$ cat src/rtl/dcfu_defines.vh
`ifndef DCFU_DEFINES_VH
`define DCFU_DEFINES_VH
// ----------------------------------------
// register addresses
// ----------------------------------------
`define DCFU_ADDR_DEBUG_CONTROL   32'h40015804
`define DCFU_ADDR_APB1_FREEZE     32'h40015808
`define DCFU_ADDR_APB2_CLOCK_EN   32'h40021034
// ----------------------------------------
// debug control fields
// ----------------------------------------
`define DCFU_BIT_SLEEP            0
`define DCFU_BIT_STOP             1
`define DCFU_BIT_STANDBY          2
`define DCFU_BIT_TRACE_EN         5
`define DCFU_BIT_TRACE_MODE_LO    6
`define DCFU_BIT_TRACE_MODE_HI    7
`define DCFU_BIT_INDEPENDENT_WATCHDOG             8
`define DCFU_BIT_WINDOW_WATCHDOG             9
`define DCFU_BIT_FREEZE_LO        10
`define DCFU_BIT_FREEZE_HI        21
`define DCFU_BIT_DBG_CLK_EN       22
// writable bits of the control word, others read zero
`define DCFU_CTRL_MASK            32'h003FFFE7
`define DCFU_APB1_MASK            32'h00000001
`define DCFU_APB2_MASK            32'h00400000
`define DCFU_RESET_VALUE          32'h00000000
`endif

$ cat src/rtl/dcfu_freeze_gate.v
`timescale 1ns/1ps
`default_nettype none
// ----------------------------------------
// per-bit halt freeze gate
// ----------------------------------------
module dcfu_freeze_gate #(
    parameter WIDTH = 15
) (
    input  wire             i_ref_clk,   // system clock
    input  wire             i_rst_b,     // sync reset, active low
    input  wire [WIDTH-1:0] i_enable,    // freeze bits
    input  wire             i_halted,    // core halted, synchronised
    output reg  [WIDTH-1:0] o_freeze     // registered freeze lines
);
    genvar g;
    generate
        for (g = 0; g < WIDTH; g = g + 1) begin : g_gate
            // gate by halt
            always @(posedge i_ref_clk) begin
                if (!i_rst_b) begin
                    o_freeze[g] <= 1'b0;
                end else begin
                    o_freeze[g] <= i_enable[g] & i_halted;
                end
            end
        end
    endgenerate
endmodule // dcfu_freeze_gate
`default_nettype wire

$ cat src/rtl/dcfu_top.v
//Operation
// debug registers survive system resets, cleared only by power-on reset
// writer enables debug bus clock, bit 22, before configuring
// sleep, stop, standby keep bits at 0,1,2; value 7 sets all
// keep bits hold debug link alive in low-power modes
// keep bits left set raise low-power current; release clears them
// trace enable bit 5, trace mode bits 7-6, reset zero
// watchdog freeze bits 8 and 9 stop watchdogs while halted
// timer, CAN and SMBus timeout freeze bits at 10-21
// control register at 0x40015804 takes full word writes
// APB1 freeze register at 0x40015808, bit 0 freezes timer 2
// each bit set and cleared independently, no side effects
// probe holds external reset while connecting if link disabled
// freeze output only when bit set and core halted
`timescale 1ns/1ps
`default_nettype none
`include "dcfu_defines.vh"
module dcfu_top (
    input  wire        i_ref_clk,        // 10 MHz system clock
    input  wire        i_rst_b,          // power-on reset, sync, active low
    input  wire        i_sys_rst_b,      // system reset, does not clear regs
    input  wire        i_wr,             // write strobe
    input  wire        i_rd,             // read strobe
    input  wire [31:0] i_addr,           // byte address
    input  wire [31:0] i_wdata,          // write data
    input  wire        i_halted,         // core debug halt, async
    input  wire        i_sleep,          // core in sleep, async
    input  wire        i_stop,           // core in stop, async
    input  wire        i_standby,        // core in standby, async
    output reg  [31:0] o_rdata,          // read data
    output reg         o_rvalid,         // read data valid pulse
    output reg         o_debug_keep,     // keep debug domain powered
    output reg         o_sleep_debug_keep,    // sleep keep bit
    output reg         o_stop_debug_keep,     // stop keep bit
    output reg         o_standby_debug_keep,  // standby keep bit
    output reg         o_trace_pin_enable,    // trace pins on
    output reg  [1:0]  o_trace_mode,          // trace pin mode
    output reg         o_debug_unit_clock_enable, // debug bus clock on
    output wire [13:0] o_ctrl_freeze,    // watchdog/timer/can/i2c freeze
    output wire        o_timer2_freeze   // APB1 timer 2 freeze
);
    // ----------------------------------------
    // register state
    // ----------------------------------------
    reg  [31:0] debug_control;
    reg  [31:0] apb1_halt_freeze;
    reg  [31:0] apb2_clock_enable;
    reg  [1:0]  halt_sync;
    reg  [1:0]  sleep_sync;
    reg  [1:0]  stop_sync;
    reg  [1:0]  standby_sync;
    wire        clk_on = apb2_clock_enable[`DCFU_BIT_DBG_CLK_EN];

    // ----------------------------------------
    // input synchronisers
    // ----------------------------------------
    always @(posedge i_ref_clk) begin
        if (!i_rst_b) begin
            halt_sync    <= 2'h0;
            sleep_sync   <= 2'h0;
            stop_sync    <= 2'h0;
            standby_sync <= 2'h0;
        end else begin
            halt_sync    <= {halt_sync[0], i_halted};
            sleep_sync   <= {sleep_sync[0], i_sleep};
            stop_sync    <= {stop_sync[0], i_stop};
            standby_sync <= {standby_sync[0], i_standby};
        end
    end

    // ----------------------------------------
    // register writes
    // ----------------------------------------
    // system reset is deliberately ignored so settings persist across it
    // power-on only clear
    always @(posedge i_ref_clk) begin
        if (!i_rst_b) begin
            debug_control     <= `DCFU_RESET_VALUE;
            apb1_halt_freeze  <= `DCFU_RESET_VALUE;
            apb2_clock_enable <= `DCFU_RESET_VALUE;
        end else if (i_wr) begin
            if (i_addr == `DCFU_ADDR_APB2_CLOCK_EN) begin
                apb2_clock_enable <= i_wdata & `DCFU_APB2_MASK;
            end
            // clock gated writes
            // word write decode
            // whole word, masked
            if (clk_on && i_addr == `DCFU_ADDR_DEBUG_CONTROL) begin
                debug_control <= i_wdata & `DCFU_CTRL_MASK;
            end
            // APB1 freeze write
            if (clk_on && i_addr == `DCFU_ADDR_APB1_FREEZE) begin
                apb1_halt_freeze <= i_wdata & `DCFU_APB1_MASK;
            end
        end
    end

    // ----------------------------------------
    // register reads
    // ----------------------------------------
    // unmapped addresses read zero
    always @(posedge i_ref_clk) begin
        if (!i_rst_b) begin
            o_rdata  <= 32'h00000000;
            o_rvalid <= 1'b0;
        end else begin
            o_rvalid <= i_rd;
            if (!i_rd) begin
                o_rdata <= 32'h00000000;
            end else if (i_addr == `DCFU_ADDR_DEBUG_CONTROL) begin
                o_rdata <= debug_control;
            end else if (i_addr == `DCFU_ADDR_APB1_FREEZE) begin
                o_rdata <= apb1_halt_freeze;
            end else if (i_addr == `DCFU_ADDR_APB2_CLOCK_EN) begin
                o_rdata <= apb2_clock_enable;
            end else begin
                o_rdata <= 32'h00000000;
            end
        end
    end

    // ----------------------------------------
    // low-power keep and trace outputs
    // ----------------------------------------
    // keep request only while in the matching mode, so a cleared bit
    // lets the debug domain drop and save current
    // keep bit fields
    // link kept alive
    // cleared bits drop power
    // trace fields
    always @(posedge i_ref_clk) begin
        if (!i_rst_b) begin
            o_debug_keep              <= 1'b0;
            o_sleep_debug_keep        <= 1'b0;
            o_stop_debug_keep         <= 1'b0;
            o_standby_debug_keep      <= 1'b0;
            o_trace_pin_enable        <= 1'b0;
            o_trace_mode              <= 2'h0;
            o_debug_unit_clock_enable <= 1'b0;
        end else begin
            o_sleep_debug_keep   <= debug_control[`DCFU_BIT_SLEEP];
            o_stop_debug_keep    <= debug_control[`DCFU_BIT_STOP];
            o_standby_debug_keep <= debug_control[`DCFU_BIT_STANDBY];
            o_debug_keep <= (sleep_sync[1] & debug_control[`DCFU_BIT_SLEEP])
                          | (stop_sync[1] & debug_control[`DCFU_BIT_STOP])
                          | (standby_sync[1] & debug_control[`DCFU_BIT_STANDBY]);
            o_trace_pin_enable <= debug_control[`DCFU_BIT_TRACE_EN];
            o_trace_mode <= debug_control[`DCFU_BIT_TRACE_MODE_HI:`DCFU_BIT_TRACE_MODE_LO];
            o_debug_unit_clock_enable <= clk_on;
        end
    end

    // ----------------------------------------
    // halt freeze gating
    // ----------------------------------------
    wire [14:0] freeze_en = {apb1_halt_freeze[0],
                             debug_control[`DCFU_BIT_FREEZE_HI:`DCFU_BIT_INDEPENDENT_WATCHDOG]};
    wire [14:0] freeze_q;
    // watchdog freeze
    // peripheral freeze
    dcfu_freeze_gate #(
        .WIDTH    (15)
    ) u_gate (
        .i_ref_clk (i_ref_clk),
        .i_rst_b   (i_rst_b),
        .i_enable  (freeze_en),
        .i_halted  (halt_sync[1]),
        .o_freeze  (freeze_q)
    );
    assign o_ctrl_freeze   = freeze_q[13:0];
    assign o_timer2_freeze = freeze_q[14];

    // i_sys_rst_b is read only to document that it has no effect
    wire unused_sys_rst = i_sys_rst_b;
endmodule // dcfu_top
`default_nettype wire

$ cat config.mk
export PLATFORM = sky130hd
export DESIGN_NAME = dcfu_top
export DESIGN_NICKNAME = d
export VERILOG_FILES = /design/src/rtl/dcfu_freeze_gate.v /design/src/rtl/dcfu_top.v
export VERILOG_INCLUDE_DIRS = /design/src /design/src/rtl
export SDC_FILE = /design/constraint.sdc
export NUM_CORES = 1
export LEC_CHECK = 0
export ABC_CLOCK_PERIOD_IN_PS = 1400
export BUFFER_PORTS_ARGS = -buffer_cell sky130_fd_sc_hd__buf_4
export CAP_MARGIN = 20
export CORE_MARGIN = 5
export CORE_UTILIZATION = 46
export DETAILED_ROUTE_END_ITERATION = 7
export PLACE_DENSITY = 0.79
export SLEW_MARGIN = 20
export SYNTH_ARGS = -nofsm -noshare
export SYNTH_HDL_FRONTEND = slang
export SYNTH_HIERARCHICAL = 1
export SYNTH_SLANG_ARGS = --single-unit
$ cat constraint.sdc
create_clock -name i_ref_clk -period 1.4 [get_ports i_ref_clk]
set_input_delay 0.07 -clock i_ref_clk [delete_from_list [all_inputs] [get_ports i_ref_clk]]
set_output_delay 0.07 -clock i_ref_clk [all_outputs]
set_load 0.005 [all_outputs]
---- Word-level counts from Yosys, hierarchy flattened ----
Index checks and enable logic that the tools add are counted.
operators by class
  bitwise logic cells ..................... 22
  reduce and logical (&&, ||, !) cells .... 8
  muxes and demuxes ....................... 2
  equal/unequal tests ..................... 3
operator list
  operator                                          count
  == test 32 x 31 -> 1 bit (second input constant)  3
  2-to-1 mux 22 bit                                 2
  AND 1 bit                                         18
  AND reduction 2 bit                               4
  OR reduction 4 bit                                1
  OR reduction 3 bit                                1
  logical AND 1 bit                                 2
  inverter 1 bit                                    2
  bitwise OR 1 bit                                  2
word-level totals
  output and inout bits ................... 56
  word-level logic and storage cells ...... 68
  input bits .............................. 73
  bits in registers ....................... 86

---- Logic depth before layout (Yosys ltp) ----
Gate-level depths: netlist (run 1).
  word-level depth ........................ 3
  depth in mapped cells ................... 5
  depth with buffers taken out ............ 4

---- Modules after synthesis ----
Netlist (run 1), hierarchy kept.
modules (own cells, without submodules)
  module            times used  area each (um^2)  cells an instance  seq. area each (um^2)
  dcfu_top          1           2,301.0           216                1,201.2
  dcfu_freeze_gate  1           419.2             32                 300.3

---- Worst setup path after synthesis (run 1) ----
No wires, ideal clock.
  path type ............................... input to register
  start ................................... in i_addr[25]
  end ..................................... reg debug_control[0]
  arrival time ............................ 1.199 ns
  library setup time ...................... 0.072 ns
  data required time ...................... 1.328 ns
  setup slack ............................. 0.130 ns
  path buffers ............................ 1
  stages .................................. 5
  cells stage by stage .................... nor4_4 > nand4_4 > nor3_2 > buf_6 > mux2i_1
between the ends
  longest elaborated chain between the ends .. 3
RTL lines
  element                             line           text
  start, declared                     dcfu_top.v:24  input wire [31:0] i_addr,
  == test 32 x 31 -> 1 bit (no line)  n/a
  logical AND 1 bit (no line)         n/a
  AND reduction 2 bit (no line)       n/a
  end signal, assigned                dcfu_top.v:78  debug_control <= `DCFU_RESET_VALUE;
  end signal, assigned                dcfu_top.v:89  debug_control <= i_wdata & `DCFU_CTRL_MASK;
  end, declared                       dcfu_top.v:45  reg [31:0] debug_control;
Every way passes these cells.
A chain may end at the register's enable or synchronous reset.

---- Worst setup path after layout (run 1) ----
  start ................................... reg apb2_clock_enable[22]
  end ..................................... reg debug_control[9]
between the ends
  longest elaborated chain between the ends .. 2
RTL lines
  element                        line           text
  start, declared                dcfu_top.v:47  reg [31:0] apb2_clock_enable;
  start signal, assigned         dcfu_top.v:80  apb2_clock_enable <= `DCFU_RESET_VALUE;
  start signal, assigned         dcfu_top.v:83  apb2_clock_enable <= i_wdata & `DCFU_APB2_MASK;
  logical AND 1 bit (no line)    n/a
  AND reduction 2 bit (no line)  n/a
Every way passes these cells.

==> impl_table.tex, run 1 <==
\begin{tabular}{lr}
\hline
Metric & Value \\
\hline
\multicolumn{2}{l}{\textbf{Run status}} \\
\quad Result of the run & finished clean \\
\multicolumn{2}{l}{\textbf{Synth}} \\
\quad Biggest area consumer among synthesized cells & sky130\_fd\_sc\_hd\_\_dfxtp\_1 \\
\quad Synth area leaders & sky130\_fd\_sc\_hd\_\_dfxtp\_1 55\%, sky130\_fd\_sc\_hd\_\_mux2i\_1 7.7\%, sky130\_fd\_sc\_hd\_\_nand2\_1 6.5\% \\
\quad Average cell area after synthesis & 11.0 um\^{}2 \\
\quad Count of cell types in the netlist & 29 \\
\quad Post-synth top area share & 0.552 \\
\quad Fraction of the yosys area taken by sequential cells & 0.552 \\
\quad Gate count after technology mapping & 248 \\
\quad Number of flip-flops and latches in the synthesized netlist & 75 \\
\quad Cell Area, Synth & roughly 2700 um\^{}2 \\
\quad Total number of yosys warnings & 6 \\
\multicolumn{2}{l}{\textbf{Timing}} \\
\quad Minimum clock period & 1.18 ns \\
\quad RSZ-0062 raised after global routing & no \\
\quad Number of failing hold endpoints at the final stage & 0 \\
\quad Final setup vio count & 0 \\
\quad Fmax & 849 MHz \\
\quad Post-route setup TNS & 0 ns \\
\quad Clock skew after layout & $\sim$0.0066 ns \\
\quad Setup slack of the critical path after layout & around 0.22 ns \\
\quad Post-route fraction of the period consumed by the critical path & 0.841 \\
\quad Pins Over Slew Limit & 0 \\
\multicolumn{2}{l}{\textbf{Critical path}} \\
\quad Reg2Reg Setup Slack & about 0.22 ns \\
\quad Nature of the critical path startpoint & flop \\
\quad Required time of the critical path & 1.66 ns \\
\quad Data arrival, critical path & 1.44 ns \\
\quad Nature of the critical path endpoint & flop \\
\quad Critical R2R Launch & apb2\_clock\_enable[22] \\
\quad Crit path max fanout & 20 \\
\quad R2R cell count & 4 \\
\quad Startpoint-to-endpoint class of the critical path & flop to flop \\
\quad End of the worst register-to-register path & debug\_control[9] \\
\multicolumn{2}{l}{\textbf{Placed design}} \\
\quad Global placement routability congestion & 0.772 \\
\quad I/O Buffers & 105 \\
\quad Post-Place Setup Slack & -0.130 ns \\
\quad Final HPWL from detailed placement & 4.30 mm \\
\quad DP Area & 3580 um\^{}2 \\
\multicolumn{2}{l}{\textbf{Layout}} \\
\quad Area added between synthesis and finish & 49.5\% \\
\quad Most used cells in the layout excluding fill and tap cells & 109 x sky130\_fd\_sc\_hd\_\_buf\_4, 75 x sky130\_fd\_sc\_hd\_\_dfxtp\_1, 47 x sky130\_fd\_sc\_hd\_\_nand2\_1 \\
\quad Net total in the final layout & 456 \\
\quad Number of inserted diodes & 0 \\
\quad Design Area, Final & 4070 um\^{}2 \\
\quad Layout cells sized above 1 & 0.374 \\
\quad Most common cell after layout, fill and taps aside & sky130\_fd\_sc\_hd\_\_buf\_4 \\
\multicolumn{2}{l}{\textbf{Clock tree}} \\
\quad Clock Latency Late Sink & 0.34 ns \\
\quad CTS root buf & sky130\_fd\_sc\_hd\_\_clkbuf\_8 \\
\quad Post-CTS setup repair buffer count & 0 \\
\quad Clock net sink count & 75 \\
\quad Worst-case clock buffer depth & 2 \\
\quad Total number of H-tree levels & 3 \\
\quad Total CTS buffers & 9 \\
\quad Post-cts gate resize count & 0 \\
\quad TritonCTS clock tree & built \\
\quad Post-CTS clock slew at the launch and capture registers of the worst setup and hold paths & $\sim$0.07 ns \\
\multicolumn{2}{l}{\textbf{Floorplanning}} \\
\quad Area of the core & 5850 um\^{}2 \\
\quad Initial Utilization & 0.465 \\
\quad Cell row count & 28 \\
\quad Total I/O pin count & about 130 \\
\quad Horiz. Die Dim & 86.9 um \\
\quad Y dimension of the die & roughly 87 um \\
\quad Die area & 7550 um\^{}2 \\
\multicolumn{2}{l}{\textbf{Pwr}} \\
\quad Static leakage & 1.91 nW \\
\quad Power density relative to cell area & between 1000 and 1500 nW/um\^{}2 \\
\quad Overall power after layout & 4.46 mW \\
\quad Worst supply voltage drop on vdd & 0.000776 V \\
\multicolumn{2}{l}{\textbf{Route}} \\
\quad Total wire length & 6.09 mm \\
\quad First DRT Iteration DRCs & 55 \\
\quad DRC violations left & 0 \\
\quad Average wire per standard cell & 13.1 um \\
\quad First-pass detailed-route iteration total & 5 \\
\quad Number of nets with antenna violations after detailed routing & 0 \\
\quad Vias/cell & $\sim$4.6 \\
\quad Total via count after detailed routing & 2,128 \\
\multicolumn{2}{l}{\textbf{Min path}} \\
\quad Hold Path Class & primary input to flop \\
\quad Hold Path Stages & 3 \\
\quad End of the worst hold path & apb1\_halt\_freeze[0] \\
\quad Beginning of the worst hold path & i\_wdata[0] \\
\multicolumn{2}{l}{\textbf{Global routing}} \\
\quad Largest net degree at the start of global routing & 63 \\
\quad Antenna violations before repair & 0 \\
\quad Residual overflow from global routing & 0 \\
\quad Wire length of the first global-routing pass & 9.18 mm \\
\quad Via count of the first global-routing pass & 2,114 \\
\quad Overall Global Routing Usage & 0.160 \\
\multicolumn{2}{l}{\textbf{Run}} \\
\quad Reported max-cap violation count & 0 \\
\hline
\end{tabular}
## registers in the layout (all words and copies together), names as in the netlist
name / cells
apb1_halt_freeze: 1
apb2_clock_enable: 1
debug_control: 20
halt_sync: 2
o_debug_keep: 1
o_debug_unit_clock_enable: 1
o_rdata: 21
o_rvalid: 1
o_sleep_debug_keep: 1
o_standby_debug_keep: 1
o_stop_debug_keep: 1
o_trace_mode: 2
o_trace_pin_enable: 1
sleep_sync: 2
standby_sync: 2
stop_sync: 2
u_gate/o_freeze: 15
## critical path, stage by stage (launching register included)
cell                      delay, ns
sky130_fd_sc_hd__dfxtp_1       0.35
sky130_fd_sc_hd__nand2_1       0.13
sky130_fd_sc_hd__nor3_4        0.17
sky130_fd_sc_hd__buf_12        0.21
sky130_fd_sc_hd__mux2i_1       0.22
## synth_stat cells
cell,number
sky130_fd_sc_hd__nand4_4,2
sky130_fd_sc_hd__a222oi_1,1
sky130_fd_sc_hd__and3_2,5
sky130_fd_sc_hd__nor4b_2,1
sky130_fd_sc_hd__o21a_1,1
sky130_fd_sc_hd__mux2i_1,21
sky130_fd_sc_hd__dfxtp_1,75
sky130_fd_sc_hd__nor4_4,3
sky130_fd_sc_hd__or3_1,2
sky130_fd_sc_hd__nand2_1,47
sky130_fd_sc_hd__nor4_1,1
sky130_fd_sc_hd__nor2b_1,1
sky130_fd_sc_hd__nand4_1,2
sky130_fd_sc_hd__nor2_1,5
sky130_fd_sc_hd__o311ai_1,1
sky130_fd_sc_hd__inv_1,10
sky130_fd_sc_hd__conb_1,1
sky130_fd_sc_hd__clkbuf_1,6
sky130_fd_sc_hd__nor4b_4,4
sky130_fd_sc_hd__nor4b_1,1
sky130_fd_sc_hd__nor3_4,1
sky130_fd_sc_hd__buf_6,4
sky130_fd_sc_hd__buf_4,12
sky130_fd_sc_hd__nand4b_1,1
sky130_fd_sc_hd__and3_1,10
sky130_fd_sc_hd__o41ai_1,1
sky130_fd_sc_hd__and4bb_1,1
sky130_fd_sc_hd__and2_1,27
sky130_fd_sc_hd__nor3_2,1
## cell type report
type / count / area [um^2]
multi-input combinational: 151 / 1070
fill: 445 / 1780
clock inverter: 6 / 111
sequential: 75 / 1500
timing repair buffer: 136 / 1120
inverter: 10 / 37.5
clock buffer: 10 / 138
tap: 75 / 93.8
## report_power, final
| part | total, mW | internal (mW) | switching [mW] |
|---|---|---|---|
| clock network | 2.00 | 1.23 | 0.767 |
| logic | 0.305 | 0.189 | 0.116 |
| registers | 2.15 | 2.14 | 0.00589 |
| total | 4.46 | 3.57 | 0.889 |
## through the flow
step,hold WS (ns),utilization,instances
2_1_floorplan,0.197,-,258
3_3_place_gp,0.279,0.612,423
3_5_place_dp,0.282,0.612,423
4_1_cts,0.00255,0.692,461
5_1_grt,0.0419,0.695,463
6_report,0.0260,0.695,463
## routing by layer
metal  routed length (um)  vias to the layer above  global-route usage
met2                 3090                       96               0.276
met5                    0                        -                   0
met1                 2230                      957               0.169
met3                  609                       16              0.0596
met4                  159                        0              0.0807
li1                     -                     1059                   -
## kinds of logic after synthesis
kind of cell,share of synthesized area
AND/OR/NAND/NOR,0.285
flip-flops,0.552
buffers and inverters,0.0718
multiplexers,0.0773
AO/OA/AOI/OAI,0.0129
other,0.00138
## timing repair
| action | 4_1_cts | 5_1_grt |
|---|---|---|
| hold buffers | 22 | 2 |
| endpoints found under the hold margin | 22 | 2 |
| setup endpoints to repair | 0 | 0 |
## worst max path at each step
| stage | start | to | slack, ns | depth (start not counted) |
|---|---|---|---|---|
| floorplan | i_addr[25] | debug_control[0] | 0.13 | 5 |
| CTS | apb2_clock_enable[22] | debug_control[11] | 0.22 | 4 |
| global placement | i_addr[25] | debug_control[5] | -0.05 | 6 |
| detailed placement | i_addr[10] | debug_control[16] | -0.13 | 6 |
| global route | i_addr[25] | debug_control[9] | 0.12 | 6 |
| finish | apb2_clock_enable[22] | debug_control[9] | 0.22 | 4 |
Note: power is estimated with default switching activity, not from simulation.
==> run 2, diff against run 1 <==
Settings changed: ABC_AREA from default to 1, ABC_CLOCK_PERIOD_IN_PS 1400 to 1100, CORE_UTILIZATION 46 to 47.
Clock period 1.4 ns to 1.1 ns, I/O delays scaled along.
==> run 2 against run 1 <==
  * Worst hold slack improved by 0.0053 ns
  * Flip-flop and latch count did not move
  * Die area rose by 6.3%
  * Critical path depth rose by 3
  * Via count rose by 21%
  * Cell count rose by 27%
  * Final area rose by 2.4%
  * Power rose by 19%
  * Count of clock-buffer cells in the layout fell by 1
  * Area after synthesis rose by 9.5%
  * Wire length rose by 7.5%
  * Largest power group unchanged
==> impl_table.tex, run 2 <==
\begin{tabular}{lr}
\hline
Metric & Value \\
\hline
\multicolumn{2}{l}{\textbf{Floorplanning}} \\
\quad Die area & $\sim$8000 um\^{}2 \\
\quad Area of the core & between 6000 and 7000 um\^{}2 \\
\quad Initial Utilization & 0.477 \\
\quad Total I/O pin count & 129 \\
\quad Horiz. Die Dim & approximately 90 um \\
\quad Y dimension of the die & 89.6 um \\
\quad Cell row count & 29 \\
\multicolumn{2}{l}{\textbf{Critical path}} \\
\quad Required time of the critical path & about 1.3 ns \\
\quad Data arrival, critical path & about 1.3 ns \\
\quad Startpoint-to-endpoint class of the critical path & primary input to flop \\
\quad Crit path max fanout & 21 \\
\quad Nature of the critical path endpoint & flop \\
\quad Nature of the critical path startpoint & primary input \\
\multicolumn{2}{l}{\textbf{Layout}} \\
\quad Most common cell after layout, fill and taps aside & sky130\_fd\_sc\_hd\_\_buf\_4 \\
\quad Register with the most flip-flops & o\_rdata \\
\quad Registers with the most flip-flops & o\_rdata: 21 flops, debug\_control: 20 flops, u\_gate/o\_freeze: 15 flops \\
\quad Net total in the final layout & 582 \\
\quad Flip-flop count of the largest register after layout & 21 \\
\quad Area added between synthesis and finish & 39.8\% \\
\quad Most used cells in the layout excluding fill and tap cells & 114 x sky130\_fd\_sc\_hd\_\_buf\_4, 80 x sky130\_fd\_sc\_hd\_\_inv\_1, 74 x sky130\_fd\_sc\_hd\_\_dfxtp\_1 \\
\quad Layout cells sized above 1 & 0.326 \\
\quad Number of inserted diodes & 0 \\
\multicolumn{2}{l}{\textbf{Global routing}} \\
\quad Via count of the first global-routing pass & between 2,000 and 2,500 \\
\quad Gr busiest metal & met2 \\
\quad Fraction of met2 tracks used by global routing & 0.285 \\
\quad Largest net degree at the start of global routing & 43 \\
\quad Residual overflow from global routing & 0 \\
\quad Wire length of the first global-routing pass & 10.0 mm \\
\quad Overall Global Routing Usage & 0.161 \\
\quad Met1 Resource Use GR & 0.185 \\
\quad Antenna violations before repair & 0 \\
\quad Met3 Usage GRT & 0.0365 \\
\multicolumn{2}{l}{\textbf{Route}} \\
\quad Total via count after detailed routing & 2,571 \\
\quad First-pass detailed-route iteration total & 4 \\
\quad Vias/cell & 4.36 \\
\quad Total wire length & 6.55 mm \\
\quad Number of nets with antenna violations after detailed routing & 0 \\
\quad DRC violations left & 0 \\
\quad First DRT Iteration DRCs & 87 \\
\quad Average wire per standard cell & 11.1 um \\
\multicolumn{2}{l}{\textbf{Synth}} \\
\quad Post-synth top area share & 0.504 \\
\quad Adder-cell area share of the yosys netlist & 0 \\
\quad Share of synthesized registers carrying an async set or reset & 0 \\
\quad Leading register cell type out of synthesis & sky130\_fd\_sc\_hd\_\_dfxtp\_1 \\
\quad Gate count after technology mapping & 389 \\
\quad Fraction of the mapped netlist area in compound gates & 0.0370 \\
\quad Total number of yosys warnings & 6 \\
\quad Cell Area, Synth & just under 3000 um\^{}2 \\
\quad Multiplexer fraction of the synthesized cell area & 0 \\
\quad Commonest cells in the netlist & 80 x sky130\_fd\_sc\_hd\_\_inv\_1, 75 x sky130\_fd\_sc\_hd\_\_dfxtp\_1, 66 x sky130\_fd\_sc\_hd\_\_nand2\_1 \\
\quad Biggest area consumer among synthesized cells & sky130\_fd\_sc\_hd\_\_dfxtp\_1 \\
\quad Number of flip-flops and latches in the synthesized netlist & 75 \\
\quad Count of cell types in the netlist & 20 \\
\quad Post-Synth XOR/XNOR Area & 0 \\
\quad Share of synthesized cell area in and, or, nand and nor gates & 0.295 \\
\quad Synth area leaders & sky130\_fd\_sc\_hd\_\_dfxtp\_1 50\%, sky130\_fd\_sc\_hd\_\_inv\_1 10\%, sky130\_fd\_sc\_hd\_\_nand2\_1 8.3\% \\
\quad Average cell area after synthesis & 7.66 um\^{}2 \\
\quad Combinational family with the most area after synthesis & simple AND/OR/NAND/NOR gates \\
\quad Cell with the most instances after synthesis & sky130\_fd\_sc\_hd\_\_inv\_1 \\
\quad Fraction of the yosys area taken by sequential cells & 0.504 \\
\quad Number of synthesized flops with an enable pin & 0 \\
\multicolumn{2}{l}{\textbf{Clock tree}} \\
\quad Clock net sink count & 75 \\
\quad Post-CTS clock slew at the launch and capture registers of the worst setup and hold paths & 0.07 ns \\
\quad Post-CTS setup repair buffer count & 0 \\
\quad CTS root buf & sky130\_fd\_sc\_hd\_\_clkbuf\_8 \\
\quad Worst-case clock buffer depth & 2 \\
\quad Clock Latency Late Sink & 0.34 ns \\
\quad Total number of H-tree levels & 3 \\
\quad TritonCTS clock tree & built \\
\quad Total CTS buffers & 9 \\
\multicolumn{2}{l}{\textbf{Min path}} \\
\quad Hold Path Class & primary input to flop \\
\multicolumn{2}{l}{\textbf{Placed design}} \\
\quad Global placement routability congestion & 0.741 \\
\quad I/O Buffers & 105 \\
\quad Final HPWL from detailed placement & 4.81 mm \\
\multicolumn{2}{l}{\textbf{Pwr}} \\
\quad Static leakage & 2.01 nW \\
\quad Worst supply voltage drop on vdd & 0.000842 V \\
\quad Power density relative to cell area & 1280 nW/um\^{}2 \\
\multicolumn{2}{l}{\textbf{Timing}} \\
\quad Final setup vio count & 0 \\
\quad Minimum clock period & 1.02 ns \\
\quad Worst hold slack & 0.0313 ns \\
\quad Number of failing hold endpoints at the final stage & 0 \\
\quad Fmax & 980 MHz \\
\quad Post-route setup TNS & 0 ns \\
\quad RSZ-0062 raised after global routing & no \\
\quad Post-route fraction of the period consumed by the critical path & 0.928 \\
\quad Pins Over Slew Limit & 0 \\
\quad Clock skew after layout & 0.00970 ns \\
\multicolumn{2}{l}{\textbf{Run status}} \\
\quad Result of the run & finished clean \\
\multicolumn{2}{l}{\textbf{Run}} \\
\quad Reported max-cap violation count & 0 \\
\hline
\end{tabular}
-- run 2: changes by cell type in the layout (fill, tap and decap cells not counted), moves of 19 or more --
cell / change
sky130_fd_sc_hd__nand2_1: +19
sky130_fd_sc_hd__nand3_1: +24
sky130_fd_sc_hd__a21oi_1: +20
sky130_fd_sc_hd__dlygate4sd3_1: -19
sky130_fd_sc_hd__nor2_1: +59
sky130_fd_sc_hd__and2_1: -27
sky130_fd_sc_hd__mux2i_1: -21
sky130_fd_sc_hd__inv_1: +70
-- run 2: where the power goes --
part | leakage (nW) | total (mW) | switching [mW] | internal, mW
clock network | 0.106 | 2.26 | 0.989 | 1.27
registers | 0.606 | 2.73 | 0.00348 | 2.73
logic | 1.29 | 0.324 | 0.135 | 0.189
total | 2.01 | 5.32 | 1.13 | 4.19
-- run 2: critical path, stage by stage --
cell and delay, ns:
sky130_fd_sc_hd__dlygate4sd3_1 0.53, sky130_fd_sc_hd__buf_4 0.14, sky130_fd_sc_hd__nand2_1 0.07, sky130_fd_sc_hd__inv_2 0.06, sky130_fd_sc_hd__clkbuf_16 0.18, sky130_fd_sc_hd__a21oi_1 0.15, sky130_fd_sc_hd__nor2_1 0.06
-- run 2: final cells by class --
class,instances,area (um^2)
Clock buffer,9,124
Clock inverter,6,90.1
Fill cell,534,2080
Inverter,81,304
Multi-Input combinational cell,218,1040
Sequential cell,75,1500
Tap cell,77,96.3
Timing Repair Buffer,124,1010
-- run 2: cells by family after synthesis --
group / Yosys count
simple gates: 185
buf+inv: 106
flops: 75
compound gates: 22
other cells: 1
-- run 2: per-stage QoR --
stage / worst slack (ns) / instance area [um^2] / power (mW) / util / std cells
detailed placement: -0.194 / 3870 / 3.10 / 0.619 / 569
global route: 0.00951 / 4160 / 5.51 / 0.667 / 590
global placement: -0.142 / 3870 / 3.10 / 0.619 / 569
CTS: 0.0539 / 4130 / 5.37 / 0.662 / 589
floorplan: 0.0425 / 3020 / 2.93 / - / 399
finish: 0.0792 / 4160 / 5.32 / 0.667 / 590
-- run 2: what timing repair did --
item	CTS	global route
gates resized for setup	0	4
endpoints found under the hold margin	5	0
hold buffers	5	0
endpoints found under the setup margin	0	12
-- run 2: worst paths after layout --
check	start	endpoint	slack, ns	cells after the start
worst max register to register	apb2_clock_enable[22]	apb1_halt_freeze[0]	0.11	6
worst min register to register	stop_sync[0]	stop_sync[1]	0.40	2
worst max-delay path	i_wr	debug_control[12]	0.08	7
worst min-delay path	i_wdata[5]	debug_control[5]	0.03	5
-- run 2: metal layers --
| layer | vias up | routed length (um) |
|---|---|---|
| met5 | - | 0 |
| met4 | 0 | 68 |
| met3 | 7 | 607 |
| met2 | 95 | 3300 |
| met1 | 1125 | 2570 |
| li1 | 1344 | - |
